`src/lfi_pkg.sv`:
```
/*
  Shared constants and types for the loop fault isolation pair: the field
  node end and the loop controller end.
  Assumes one 50 MHz system clock shared by both ends.
*/
package lfi_pkg;
    // ----------------------------------------------------------------
    // Timing
    // ----------------------------------------------------------------
    localparam int unsigned CLK_HZ = 50_000_000;
    localparam int unsigned ISO_TIMEOUT_S = 7200;        // Two hours
    localparam longint unsigned ISO_TIMEOUT_CYC = longint'(ISO_TIMEOUT_S) * CLK_HZ;
    localparam int unsigned LOSS_MS = 3000;              // Heartbeat loss period
    localparam int unsigned LOSS_CYC = LOSS_MS * (CLK_HZ / 1000);
    localparam int unsigned LISTEN_MS = 2000;            // Listen time per side
    localparam int unsigned LISTEN_CYC = LISTEN_MS * (CLK_HZ / 1000);
    localparam int unsigned HB_PERIOD_MS = 100;          // Heartbeat spacing
    localparam int unsigned HB_PERIOD_CYC = HB_PERIOD_MS * (CLK_HZ / 1000);
    localparam int unsigned STAMP_S = 1;                 // Time stamp interval
    localparam int unsigned STAMP_CYC = STAMP_S * CLK_HZ;
    localparam int unsigned STATUS_MS = 1000;            // Node status interval
    localparam int unsigned STATUS_CYC = STATUS_MS * (CLK_HZ / 1000);
    localparam int unsigned OFFLINE_MS = 5000;           // Node silence before offline
    localparam int unsigned OFFLINE_CYC = OFFLINE_MS * (CLK_HZ / 1000);

    // ----------------------------------------------------------------
    // Widths and reset values
    // ----------------------------------------------------------------
    localparam int TIME_W = 32;
    localparam int STAT_W = 8;
    localparam int COND_W = 8;
    localparam logic [1:0] SW_CLOSED = 2'h3;             // Both switches closed

    // ----------------------------------------------------------------
    // Node isolation states
    // ----------------------------------------------------------------
    typedef enum logic [2:0] {
        LFI_NORMAL  = 3'b000,
        LFI_OPEN_A  = 3'b001,
        LFI_OPEN_B  = 3'b010,
        LFI_LOCKOUT = 3'b011
    } lfi_state_t;
endpackage

```
`src/lfi_loop_if.sv`:
```
/*
  Loop interface joining one field node and the loop controller.
  Two loop ports, A and B; the testbench models the cabling and breaks.
*/
`timescale 1ns/1ps
interface lfi_loop_if;
    logic hb_a;                         // Heartbeat pulse seen on port A
    logic hb_b;                         // Heartbeat pulse seen on port B
    logic [lfi_pkg::TIME_W-1:0] hb_time;  // Time and date carried in the heartbeat
    logic hb_time_valid;                // Heartbeat carries a time stamp
    logic stat_a;                       // Node status pulse out of port A
    logic stat_b;                       // Node status pulse out of port B
    logic [lfi_pkg::STAT_W-1:0] stat_data;

    modport node
    (
        input hb_a, hb_b, hb_time, hb_time_valid,
        output stat_a, stat_b, stat_data
    );
    modport ctrl
    (
        output hb_a, hb_b, hb_time, hb_time_valid,
        input stat_a, stat_b, stat_data
    );
endinterface

```
`src/lfi_node.sv`:
```
/*
  Field node end: heartbeat loss detection, alternating port isolation,
  two-hour lockout, status transmission.
  Assumes heartbeat pulses arrive synchronous to sys_clk and that hb_a/hb_b
  already reflect the state of this node's switches as modelled outside.
*/
`timescale 1ns/1ps
module lfi_node #(
    parameter int unsigned LOSS_CYC = lfi_pkg::LOSS_CYC,
    parameter int unsigned LISTEN_CYC = lfi_pkg::LISTEN_CYC,
    parameter longint unsigned TIMEOUT_CYC = lfi_pkg::ISO_TIMEOUT_CYC,
    parameter int unsigned STATUS_CYC = lfi_pkg::STATUS_CYC
)
(
    input wire logic sys_clk,
    input wire logic rst,
    lfi_loop_if.node loop,
    input wire logic [lfi_pkg::STAT_W-1:0] status_in,
    output logic sw_closed_a,
    output logic sw_closed_b,
    output logic isolating,
    output logic locked_out,
    output logic [lfi_pkg::TIME_W-1:0] stamp_time
);
    // ----------------------------------------------------------------
    // Declarations
    // ----------------------------------------------------------------
    lfi_pkg::lfi_state_t state;
    lfi_pkg::lfi_state_t next_state;
    logic [31:0] loss_cnt;
    logic [31:0] listen_cnt;
    logic [43:0] iso_cnt;
    logic [31:0] stat_cnt;
    logic hb_any;
    logic hb_heard;
    logic loss_done;
    logic listen_done;
    logic iso_done;

    assign hb_any = loop.hb_a | loop.hb_b;
    assign hb_heard = (state == lfi_pkg::LFI_OPEN_A && loop.hb_b) ||
                      (state == lfi_pkg::LFI_OPEN_B && loop.hb_a);
    assign loss_done = (loss_cnt >= LOSS_CYC - 1);
    assign listen_done = (listen_cnt >= LISTEN_CYC - 1);
    assign iso_done = (iso_cnt >= 44'(TIMEOUT_CYC - 1));

    // ----------------------------------------------------------------
    // Heartbeat loss timer
    // ----------------------------------------------------------------
    // Restarts on every heartbeat so only a continuous gap counts
    always_ff @(posedge sys_clk or posedge rst)
    begin
        if (rst)
            loss_cnt <= 32'h0;
        else if (hb_any || state != lfi_pkg::LFI_NORMAL)
            loss_cnt <= 32'h0;
        else if (!loss_done)
            loss_cnt <= loss_cnt + 32'h1;
    end

    // Per-side listen timer, restarted at each side change
    always_ff @(posedge sys_clk or posedge rst)
    begin
        if (rst)
            listen_cnt <= 32'h0;
        else if (next_state != state || hb_heard)
            listen_cnt <= 32'h0;
        else if (state == lfi_pkg::LFI_OPEN_A || state == lfi_pkg::LFI_OPEN_B)
            listen_cnt <= listen_cnt + 32'h1;
    end

    // Two-hour routine timer, runs while searching; each heartbeat heard restarts it
    always_ff @(posedge sys_clk or posedge rst)
    begin
        if (rst)
            iso_cnt <= 44'h0;
        else if ((state == lfi_pkg::LFI_OPEN_A || state == lfi_pkg::LFI_OPEN_B) && !hb_heard)
            iso_cnt <= iso_cnt + 44'h1;
        else
            iso_cnt <= 44'h0;
    end

    // ----------------------------------------------------------------
    // Isolation state machine
    // ----------------------------------------------------------------
    // Open A listens on B; open B listens on A
    always_comb
    begin
        next_state = state;
        case (state)
            lfi_pkg::LFI_NORMAL:
                if (loss_done && !hb_any)
                    next_state = lfi_pkg::LFI_OPEN_A;
            lfi_pkg::LFI_OPEN_A:
                if (loop.hb_b)
                    next_state = lfi_pkg::LFI_OPEN_A;
                else if (iso_done)
                    next_state = lfi_pkg::LFI_LOCKOUT;
                else if (listen_done)
                    next_state = lfi_pkg::LFI_OPEN_B;
            lfi_pkg::LFI_OPEN_B:
                if (loop.hb_a)
                    next_state = lfi_pkg::LFI_OPEN_B;
                else if (iso_done)
                    next_state = lfi_pkg::LFI_LOCKOUT;
                else if (listen_done)
                    next_state = lfi_pkg::LFI_OPEN_A;
            lfi_pkg::LFI_LOCKOUT:
                if (hb_any)
                    next_state = lfi_pkg::LFI_NORMAL;
            default:
                next_state = lfi_pkg::LFI_NORMAL;
        endcase
    end

    // A found heartbeat freezes the side: both search timers restart at each heartbeat heard
    always_ff @(posedge sys_clk or posedge rst)
    begin
        if (rst)
            state <= lfi_pkg::LFI_NORMAL;
        else
            state <= next_state;
    end

    // ----------------------------------------------------------------
    // Switch drive and status flags
    // ----------------------------------------------------------------
    always_ff @(posedge sys_clk or posedge rst)
    begin
        if (rst)
        begin
            sw_closed_a <= lfi_pkg::SW_CLOSED[0];
            sw_closed_b <= lfi_pkg::SW_CLOSED[1];
            isolating <= 1'b0;
            locked_out <= 1'b0;
        end
        else
        begin
            sw_closed_a <= (next_state != lfi_pkg::LFI_OPEN_A);
            sw_closed_b <= (next_state != lfi_pkg::LFI_OPEN_B);
            isolating <= (next_state == lfi_pkg::LFI_OPEN_A) ||
                         (next_state == lfi_pkg::LFI_OPEN_B);
            locked_out <= (next_state == lfi_pkg::LFI_LOCKOUT);
        end
    end

    // Keep the last time stamp from the heartbeat for event logging
    always_ff @(posedge sys_clk or posedge rst)
    begin
        if (rst)
            stamp_time <= '0;
        else if (hb_any && loop.hb_time_valid)
            stamp_time <= loop.hb_time;
    end

    // ----------------------------------------------------------------
    // Status transmission
    // ----------------------------------------------------------------
    always_ff @(posedge sys_clk or posedge rst)
    begin
        if (rst)
            stat_cnt <= 32'h0;
        else if (stat_cnt >= STATUS_CYC - 1)
            stat_cnt <= 32'h0;
        else
            stat_cnt <= stat_cnt + 32'h1;
    end

    // Status goes out of every closed port, one-cycle pulse
    always_ff @(posedge sys_clk or posedge rst)
    begin
        if (rst)
        begin
            loop.stat_a <= 1'b0;
            loop.stat_b <= 1'b0;
            loop.stat_data <= '0;
        end
        else
        begin
            loop.stat_a <= (stat_cnt >= STATUS_CYC - 1) && sw_closed_a;
            loop.stat_b <= (stat_cnt >= STATUS_CYC - 1) && sw_closed_b;
            loop.stat_data <= status_in;
        end
    end
endmodule // lfi_node

```
`src/flat_wrapper.sv`:
```
// flat-port wrapper written by rule: the top's interface ports become plain ports
module lfi_node_flat 
#(
    parameter int unsigned LOSS_CYC = lfi_pkg::LOSS_CYC,
    parameter int unsigned LISTEN_CYC = lfi_pkg::LISTEN_CYC,
    parameter longint unsigned TIMEOUT_CYC = lfi_pkg::ISO_TIMEOUT_CYC,
    parameter int unsigned STATUS_CYC = lfi_pkg::STATUS_CYC
)
  (sys_clk, rst, status_in, sw_closed_a, sw_closed_b, isolating, locked_out, stamp_time, loop_hb_a, loop_hb_b, loop_hb_time, loop_hb_time_valid, loop_stat_a, loop_stat_b, loop_stat_data);
  lfi_loop_if loop_i ();
  input wire logic sys_clk;
  input wire logic rst;
  input wire logic [lfi_pkg::STAT_W-1:0] status_in;
  output logic sw_closed_a;
  output logic sw_closed_b;
  output logic isolating;
  output logic locked_out;
  output logic [lfi_pkg::TIME_W-1:0] stamp_time;
  input wire logic [$bits(loop_i.hb_a)-1:0] loop_hb_a;
  input wire logic [$bits(loop_i.hb_b)-1:0] loop_hb_b;
  input wire logic [$bits(loop_i.hb_time)-1:0] loop_hb_time;
  input wire logic [$bits(loop_i.hb_time_valid)-1:0] loop_hb_time_valid;
  output wire logic [$bits(loop_i.stat_a)-1:0] loop_stat_a;
  output wire logic [$bits(loop_i.stat_b)-1:0] loop_stat_b;
  output wire logic [$bits(loop_i.stat_data)-1:0] loop_stat_data;
  assign loop_i.hb_a = loop_hb_a;
  assign loop_i.hb_b = loop_hb_b;
  assign loop_i.hb_time = loop_hb_time;
  assign loop_i.hb_time_valid = loop_hb_time_valid;
  assign loop_stat_a = loop_i.stat_a;
  assign loop_stat_b = loop_i.stat_b;
  assign loop_stat_data = loop_i.stat_data;
  lfi_node #(.LOSS_CYC(LOSS_CYC), .LISTEN_CYC(LISTEN_CYC), .TIMEOUT_CYC(TIMEOUT_CYC), .STATUS_CYC(STATUS_CYC)) u_core (.sys_clk(sys_clk), .rst(rst), .loop(loop_i), .status_in(status_in), .sw_closed_a(sw_closed_a), .sw_closed_b(sw_closed_b), .isolating(isolating), .locked_out(locked_out), .stamp_time(stamp_time));
endmodule
```
`config.mk`:
```
export PLATFORM = sky130hd
export DESIGN_NAME = lfi_node_flat
export DESIGN_NICKNAME = d
export VERILOG_FILES = /design/src/lfi_pkg.sv /design/src/lfi_loop_if.sv /design/src/lfi_node.sv /design/src/flat_wrapper.sv
export SDC_FILE = /design/constraint.sdc
export NUM_CORES = 1
export LEC_CHECK = 0
export ABC_AREA = 1
export CAP_MARGIN = 30
export CORE_MARGIN = 2
export CORE_UTILIZATION = 31
export DETAILED_ROUTE_END_ITERATION = 8
export DONT_BUFFER_PORTS = 1
export HOLD_SLACK_MARGIN = 0.06
export SLEW_MARGIN = 0
export SYNTH_ARGS = -nofsm -noshare
export SYNTH_HDL_FRONTEND = slang
export SYNTH_SLANG_ARGS = --single-unit
export TNS_END_PERCENT = 10
```
`constraint.sdc`:
```
create_clock -name sys_clk -period 5.5 [get_ports sys_clk]
set_input_delay 0.55 -clock sys_clk [delete_from_list [all_inputs] [get_ports sys_clk]]
set_output_delay 0.55 -clock sys_clk [all_outputs]
set_load 0.03 [all_outputs]
```
==> results.py, run 1 <==
metrics = {
    "power_and_ir_drop": {
        "irDropWorstVdd_uv": 219,
        "power.density_nw_per_um2": 269,
        "power_leakage_nw": 4.39,
    },
    "clocking": {
        "clk_pin_slew_ns": 0.07,
        "cts_tree": "yes",
        "clockBufferDepth": 2,
        "numCtsBuffers": 17,
        "clk_latency_ns": 0.43,
        "cts_setup_buffers": 0,
        "clk_root_buffer_cell": "clkbuf_16",
        "htreeDepth": 4,
        "post_cts_resized": 0,
        "cts_sinks": 189,
        "hold_buffers": 1,
    },
    "hold_path": {
        "holdPathStages": 0,
        "hold_class": "in -> reg",
        "hold_start": "status_in[1]",
        "hold_path_end": "u_core.loop.stat_data[1]$_DFF_PP0_",
    },
    "sta": {
        "setup_viol": 0,
        "finalMaxSlewViolations": 0,
        "hold_viol_final": 0,
        "finalCritPeriodShare": 0.579,
        "finalCriticalPeriod_ns": 3.19,
        "worst_pin_slew_ns": 1.03,
        "relSlewSlack": 0.314,
        "fin_skew_ns": 0.00764,
        "grt_setup_unrepaired": "no",
        "setup_slack_ns": 2.31,
        "max_freq_mhz": 314,
        "totalNegativeSetupSlack_ns": 0,
        "hold_ws_ns": 0.146,
    },
    "drt": {
        "routed_wl_um": 20300,
        "wl_met3_um": 1350,
        "drcViolationCount": 0,
        "dr.max_layer_used": "met4",
        "m1WireLength_um": 9740,
        "final_antenna_net_count": 0,
        "drtIter0Drc": 471,
        "wl_per_cell_um": 12.5,
        "viasPerCell": 4.72,
        "wl_met2_um": 8890,
        "num_vias": 7651,
        "dr.pass1.iters": 5,
    },
    "global_route": {
        "grt_pass1_vias": 7524,
        "grt_max_degree": 181,
        "gr-usage-all-layers": 0.130,
        "grt_overflow_total": 0,
        "antenna_found_initial": 0,
        "grt_pass1_wl_um": 35500,
    },
    "worst_setup_path": {
        "cp_max_fo": 26,
        "cp.required_ns": 5.83,
        "cp.arrival_ns": 3.52,
        "r2r_cells": 7,
        "cp-start-kind": "flop",
        "reg2reg_from": "u_core.state[0]$_DFF_PP0_",
        "r2r-end": "u_core.iso_cnt[30]$_DFF_PP0_",
        "r2r_slack_ns": 2.31,
        "critical_path_class": "reg -> reg",
        "end_kind": "flop",
    },
    "die": {
        "die_x_um": 181,
        "start_util": 0.315,
        "ios": 91,
        "core_um2": 30700,
        "dieArea_um2": 32600,
        "die_h_um": 181,
        "fp-row-count": 64,
    },
    "placement": {
        "dp_hpwl_um": 14300,
        "place.gp.congestion": 0.871,
        "pre_cts_slack_ns": 2.25,
        "io_buffers": 0,
    },
    "synthesis": {
        "syn-instance-count": 1199,
        "synthDistinctLibCells": 48,
        "synth_area_um2": 9660,
        "synth-seq-cells": 189,
        "ys_seq_area_frac": 0.490,
        "ys_warn_count": 0,
        "avgSynthCellArea_um2": 8.06,
    },
    "cells_and_area": {
        "final_nets": 1260,
        "syn2layout_area_growth_pct": 11.3,
        "drive_above_1_share": 0.0809,
        "num_antenna_cells": 0,
    },
    "outcome": {
        "run_status": "finished clean",
    },
    "job": {
        "cap_viol_max_count": 0,
    },
}
Yosys cell counts, drive strengths merged:
library cell,number,area share
dfrtp,187,0.48
a41oi,1,0.00091
xor2,34,0.031
dfstp,2,0.0054
o31ai,3,0.0023
buf,7,0.0056
a21o,1,0.00078
inv,154,0.060
nand4,25,0.016
ha,4,0.0052
a211oi,1,0.00078
o22ai,3,0.0019
a21boi,1,0.0012
a21oi,46,0.025
o41ai,1,0.00091
a311oi,1,0.00091
and3,2,0.0013
mux2i,1,0.0010
mux2,32,0.037
nor3b,6,0.0047
xnor2,8,0.0073
or2,3,0.0019
nor2,223,0.093
conb,1,0.00039
nor3,63,0.034
o21a,3,0.0023
nand3b,2,0.0016
clkbuf,9,0.0035
o21bai,3,0.0023
a31oi,6,0.0039
clkinv,1,0.00039
nand2,240,0.095
nor4,14,0.0097
nand3,71,0.038
o21ai,40,0.021
area by class of cell:
type / instances / area, um^2
timing repair buffer: 3 / 37.5
multi-input combinational: 845 / 4290
inverter: 155 / 586
clock buffer: 23 / 478
fill: 3171 / 19900
sequential: 189 / 4730
tap: 396 / 495
clock inverter: 9 / 134
worst max-delay path: stages (launching register included):
cell and delay [ns]:
dfrtp_1 0.42, inv_1 0.10, nand3_1 0.15, nand2_1 0.45, inv_1 0.30, nor2_4 0.47, clkinv_1 0.80, nor3b_1 0.39
per-stage QoR:
stage / std cells / total power, mW / utilization / instance area [um^2]
5_1_grt: 1620 / 3.01 / 0.351 / 10800
2_1_floorplan: 1205 / 1.61 / - / 9690
4_1_cts: 1620 / 2.94 / 0.351 / 10800
3_5_place_dp: 1587 / 1.63 / 0.330 / 10100
3_3_place_gp: 1587 / 1.63 / 0.330 / 10100
6_report: 1620 / 2.89 / 0.351 / 10800
flip-flops by register name, indices dropped and copies added, names as in the netlist:
register and count:
u_core.iso_cnt 44, u_core.isolating 1, u_core.listen_cnt 32, u_core.locked_out 1
u_core.loop.stat_a 1, u_core.loop.stat_b 1, u_core.loop.stat_data 8, u_core.loss_cnt 32
u_core.stamp_time 32, u_core.stat_cnt 32, u_core.state 3, u_core.sw_closed_a 1
u_core.sw_closed_b 1
metal layers:
metal,track usage,vias up
met4,0.0361,0
met3,0.0392,24
li1,-,3887
met5,0,-
met2,0.204,193
met1,0.175,3547
cells in the final DEF (no fill, tap or decap), drive strengths merged, types with 2 or more instances in the layout:
| cell type | n |
|---|---|
| nand2 | 240 |
| nand3 | 71 |
| mux2 | 32 |
| nor3 | 63 |
| o21a | 3 |
| nand3b | 2 |
| clkinvlp | 4 |
| o31ai | 3 |
| o21bai | 3 |
| nor4 | 14 |
| nor2 | 223 |
| dfrtp | 187 |
| a31oi | 6 |
| or2 | 3 |
| dfstp | 2 |
| buf | 2 |
| o22ai | 3 |
| nor3b | 6 |
| inv | 154 |
| ha | 4 |
| xnor2 | 8 |
| conb | 7 |
| xor2 | 34 |
| and3 | 2 |
| nand4 | 25 |
| clkbuf | 23 |
| clkinv | 3 |
| o21ai | 40 |
| a21oi | 46 |
| bufinv | 3 |
logic make-up after synthesis:
kind of cell,Yosys count,synth area share
AND/OR/NAND/NOR,649,0.295
flip-flops,189,0.490
buffers and inverters,171,0.0693
AO/OA/AOI/OAI,110,0.0644
XOR/XNOR,42,0.0381
multiplexers,33,0.0383
adder cells (fa/ha/maj),4,0.00518
other,1,0.000388
worst max-delay path by stage:
stage,from,endpoint,cells after the start
2_1_floorplan,rst,u_core.iso_cnt[0]$_DFF_PP0_,1
3_3_place_gp,u_core.state[0]$_DFF_PP0_,u_core.iso_cnt[30]$_DFF_PP0_,7
3_5_place_dp,u_core.state[0]$_DFF_PP0_,u_core.iso_cnt[26]$_DFF_PP0_,7
4_1_cts,u_core.state[0]$_DFF_PP0_,u_core.iso_cnt[30]$_DFF_PP0_,7
5_1_grt,u_core.state[0]$_DFF_PP0_,u_core.iso_cnt[30]$_DFF_PP0_,7
6_report,u_core.state[0]$_DFF_PP0_,u_core.iso_cnt[30]$_DFF_PP0_,7
power breakdown:
part	total [mW]	switching, mW	leakage (nW)	internal [mW]
sequential	1.52	0.0949	2.52	1.43
combinational	0.0808	0.0491	1.59	0.0317
clock	1.29	0.536	0.291	0.754
(Power assumes the default switching activity.)
==> inputs of run 2 (changes only) <==
--- a/config.mk
+++ b/config.mk
@@ -5,7 +5,7 @@
 export SDC_FILE = /design/constraint.sdc
 export NUM_CORES = 1
 export LEC_CHECK = 0
-export ABC_AREA = 1
+export ABC_AREA = 0
 export CAP_MARGIN = 30
 export CORE_MARGIN = 2
 export CORE_UTILIZATION = 31
==> constraint.sdc (replaced) <==
create_clock -name sys_clk -period 3.3 [get_ports sys_clk]
set_input_delay 0.33 -clock sys_clk [delete_from_list [all_inputs] [get_ports sys_clk]]
set_output_delay 0.33 -clock sys_clk [all_outputs]
set_load 0.03 [all_outputs]
==> results.py, run 2 <==
metrics = {
    "synthesis": {
        "syn-instance-count": 822,
        "synthTopCellsByArea": "dfrtp_1, xor2_1, nor2_1, mux2_2, xnor2_1",
        "synth_top_family_by_area": "simple AND/OR/NAND/NOR gates",
        "synth_area_um2": 8640,
        "avgSynthCellArea_um2": 10.5,
        "ys_seq_area_frac": 0.548,
        "synthFlopType": "dfrtp_1",
        "ys_warn_count": 0,
        "synth-seq-cells": 189,
        "yosys.area_share.simple": 0.224,
        "yosysMostFrequentCell": "dfrtp_1",
        "synthAdderAreaFrac": 0.00579,
        "synth_xor_area_frac": 0.114,
        "synthDistinctLibCells": 65,
        "yosysTopAreaCell": "dfrtp_1",
        "synth_compound_area_frac": 0.0451,
        "synth-edff-count": 0,
        "synth.top_cells.by_count": "dfrtp_1, nor2_1, xor2_1, nand2_1, nand3_1",
        "muxShareOfSynthArea": 0.0453,
        "yosys.area.top_type_share": 0.542,
        "async_flop_share": 1.00,
    },
    "placement": {
        "place.gp.congestion": 0.757,
        "dp_hpwl_um": 10600,
        "pre_cts_slack_ns": 0.730,
        "dp_cells": 1190,
        "io_buffers": 0,
        "dpl_cell_area_um2": 9140,
    },
    "drt": {
        "routed_wl_um": 16400,
        "drtIter0Drc": 375,
        "drcViolationCount": 0,
        "wl_per_cell_um": 13.0,
        "dr.pass1.iters": 5,
        "num_vias": 5857,
        "final_antenna_net_count": 0,
        "viasPerCell": 4.64,
    },
    "cells_and_area": {
        "num_antenna_cells": 0,
        "mostFrequentLayoutCells": "dfrtp_1, nor2_1, xor2_1, nand2_1, nand3_1",
        "largest_register_ffs": 44,
        "final_nets": 921,
        "fin_cells": 1263,
        "fin_util": 0.367,
        "regMostFlops": "u_core.iso_cnt",
        "design_area_um2": 10100,
        "drive_above_1_share": 0.118,
        "final_common_cell": "dfrtp_1",
        "syn2layout_area_growth_pct": 17.5,
    },
    "power_and_ir_drop": {
        "irDropWorstVdd_uv": 362,
        "power_leakage_nw": 4.09,
        "power.density_nw_per_um2": 473,
        "total_power_mw": 4.80,
    },
    "clocking": {
        "cts_setup_buffers": 0,
        "numCtsBuffers": 17,
        "cts_sinks": 189,
        "clk_pin_slew_ns": 0.07,
        "clk_latency_ns": 0.44,
        "clk_root_buffer_cell": "clkbuf_16",
        "post_cts_resized": 0,
        "clockBufferDepth": 2,
        "cts_tree": "yes",
        "hold_buffers": 41,
        "htreeDepth": 4,
    },
    "sta": {
        "max_freq_mhz": 392,
        "setup_viol": 0,
        "worst_pin_slew_ns": 0.546,
        "setup_slack_ns": 0.748,
        "grt_setup_unrepaired": "no",
        "relSlewSlack": 0.636,
        "hold_viol_final": 0,
        "finalCritPeriodShare": 0.773,
        "fin_skew_ns": 0.0133,
        "finalMaxSlewViolations": 0,
        "totalNegativeSetupSlack_ns": 0,
        "finalCriticalPeriod_ns": 2.55,
        "hold_ws_ns": 0.177,
    },
    "die": {
        "dieArea_um2": 29200,
        "die_x_um": 171,
        "start_util": 0.313,
        "core_um2": 27600,
        "die_h_um": 171,
        "fp-row-count": 61,
        "ios": 91,
    },
    "outcome": {
        "run_status": "finished clean",
    },
    "global_route": {
        "grt_overflow_total": 0,
        "grt_pass1_wl_um": 27600,
        "antenna_found_initial": 0,
        "grt_max_degree": 86,
        "gr-usage-all-layers": 0.117,
        "grt_pass1_vias": 5659,
    },
    "worst_setup_path": {
        "cp_slowest_cell": "nor3b_2",
        "critical_path_class": "reg -> reg",
        "end_kind": "flop",
        "cp.arrival_ns": 2.86,
        "cp-start-kind": "flop",
        "crit_path_cell_trace": "ha_1 > and4_1 > nor3b_2 > a31oi_1 > o21ai_2 > nand2b_1 > nand2_1 > nand3_2 > buf_4 > nor2_1",
        "cp.required_ns": 3.61,
        "cp_max_fo": 32,
        "worst_path_largest_cell_delay_ns": 0.41,
    },
    "job": {
        "cap_viol_max_count": 0,
    },
    "hold_path": {
        "hold_class": "in -> reg",
    },
}
[run 2: power breakdown]
part | internal [mW] | switching [mW] | total (mW)
registers | 2.38 | 0.162 | 2.54
clock network | 1.12 | 0.966 | 2.08
logic | 0.0913 | 0.0911 | 0.182
total | 3.58 | 1.22 | 4.80
[run 2: logic make-up (layout without fill, tap and decap cells)]
family          Yosys count  after routing
simple gates            389            389
fa+ha+maj                 4              4
buf+inv                  36             93
flops                   189            189
other cells               1              7
mux                      35             35
xor+xnor                112            112
compound gates           56             56
[run 2: final cells by class]
cell class | count | area [um^2]
repair buffers | 49 | 508
well taps | 378 | 473
multi-input cells | 603 | 3780
inverters | 12 | 48.8
clock inverters | 13 | 149
fillers | 2762 | 17500
clock buffers | 19 | 453
flip-flops and latches | 189 | 4730
[run 2: worst max-delay path: cells and delay by family, from the launching register on]
| kind | cells | cell delay, ns |
|---|---|---|
| AO/OA/AOI/OAI | 2 | 0.44 |
| buffers and inverters | 1 | 0.31 |
| adder cells (fa/ha/maj) | 1 | 0.21 |
| AND/OR/NAND/NOR | 6 | 1.07 |
| flip-flops | 1 | 0.39 |
[run 2: layer usage]
metal,track usage,wire length (um),share of wire,vias up
met4,0.0409,292,0.018,0
li1,-,-,-,2889
met3,0.0324,604,0.037,20
met5,0,0,0,-
met1,0.153,7630,0.47,2886
met2,0.186,7850,0.48,62
[run 2: path summary, 6_finish.rpt]
path | start | end | depth (start not counted) | slack, ns
worst max register to register | u_core.iso_cnt[0]$_DFF_PP0_ | u_core.listen_cnt[20]$_DFFE_PP0P_ | 10 | 0.75
worst max-delay path | u_core.iso_cnt[0]$_DFF_PP0_ | u_core.listen_cnt[20]$_DFFE_PP0P_ | 10 | 0.75
max in group asynchronous | rst | u_core.sw_closed_a$_DFF_PP1_ | 3 | 2.20
worst min-delay path | loop_hb_time_valid | u_core.stamp_time[8]$_DFFE_PP0P_ | 2 | 0.18
worst min register to register | u_core.loss_cnt[30]$_DFFE_PP0P_ | u_core.loss_cnt[30]$_DFFE_PP0P_ | 1 | 0.48
min in group asynchronous | rst | u_core.loop.stat_data[5]$_DFF_PP0_ | 2 | 0.33
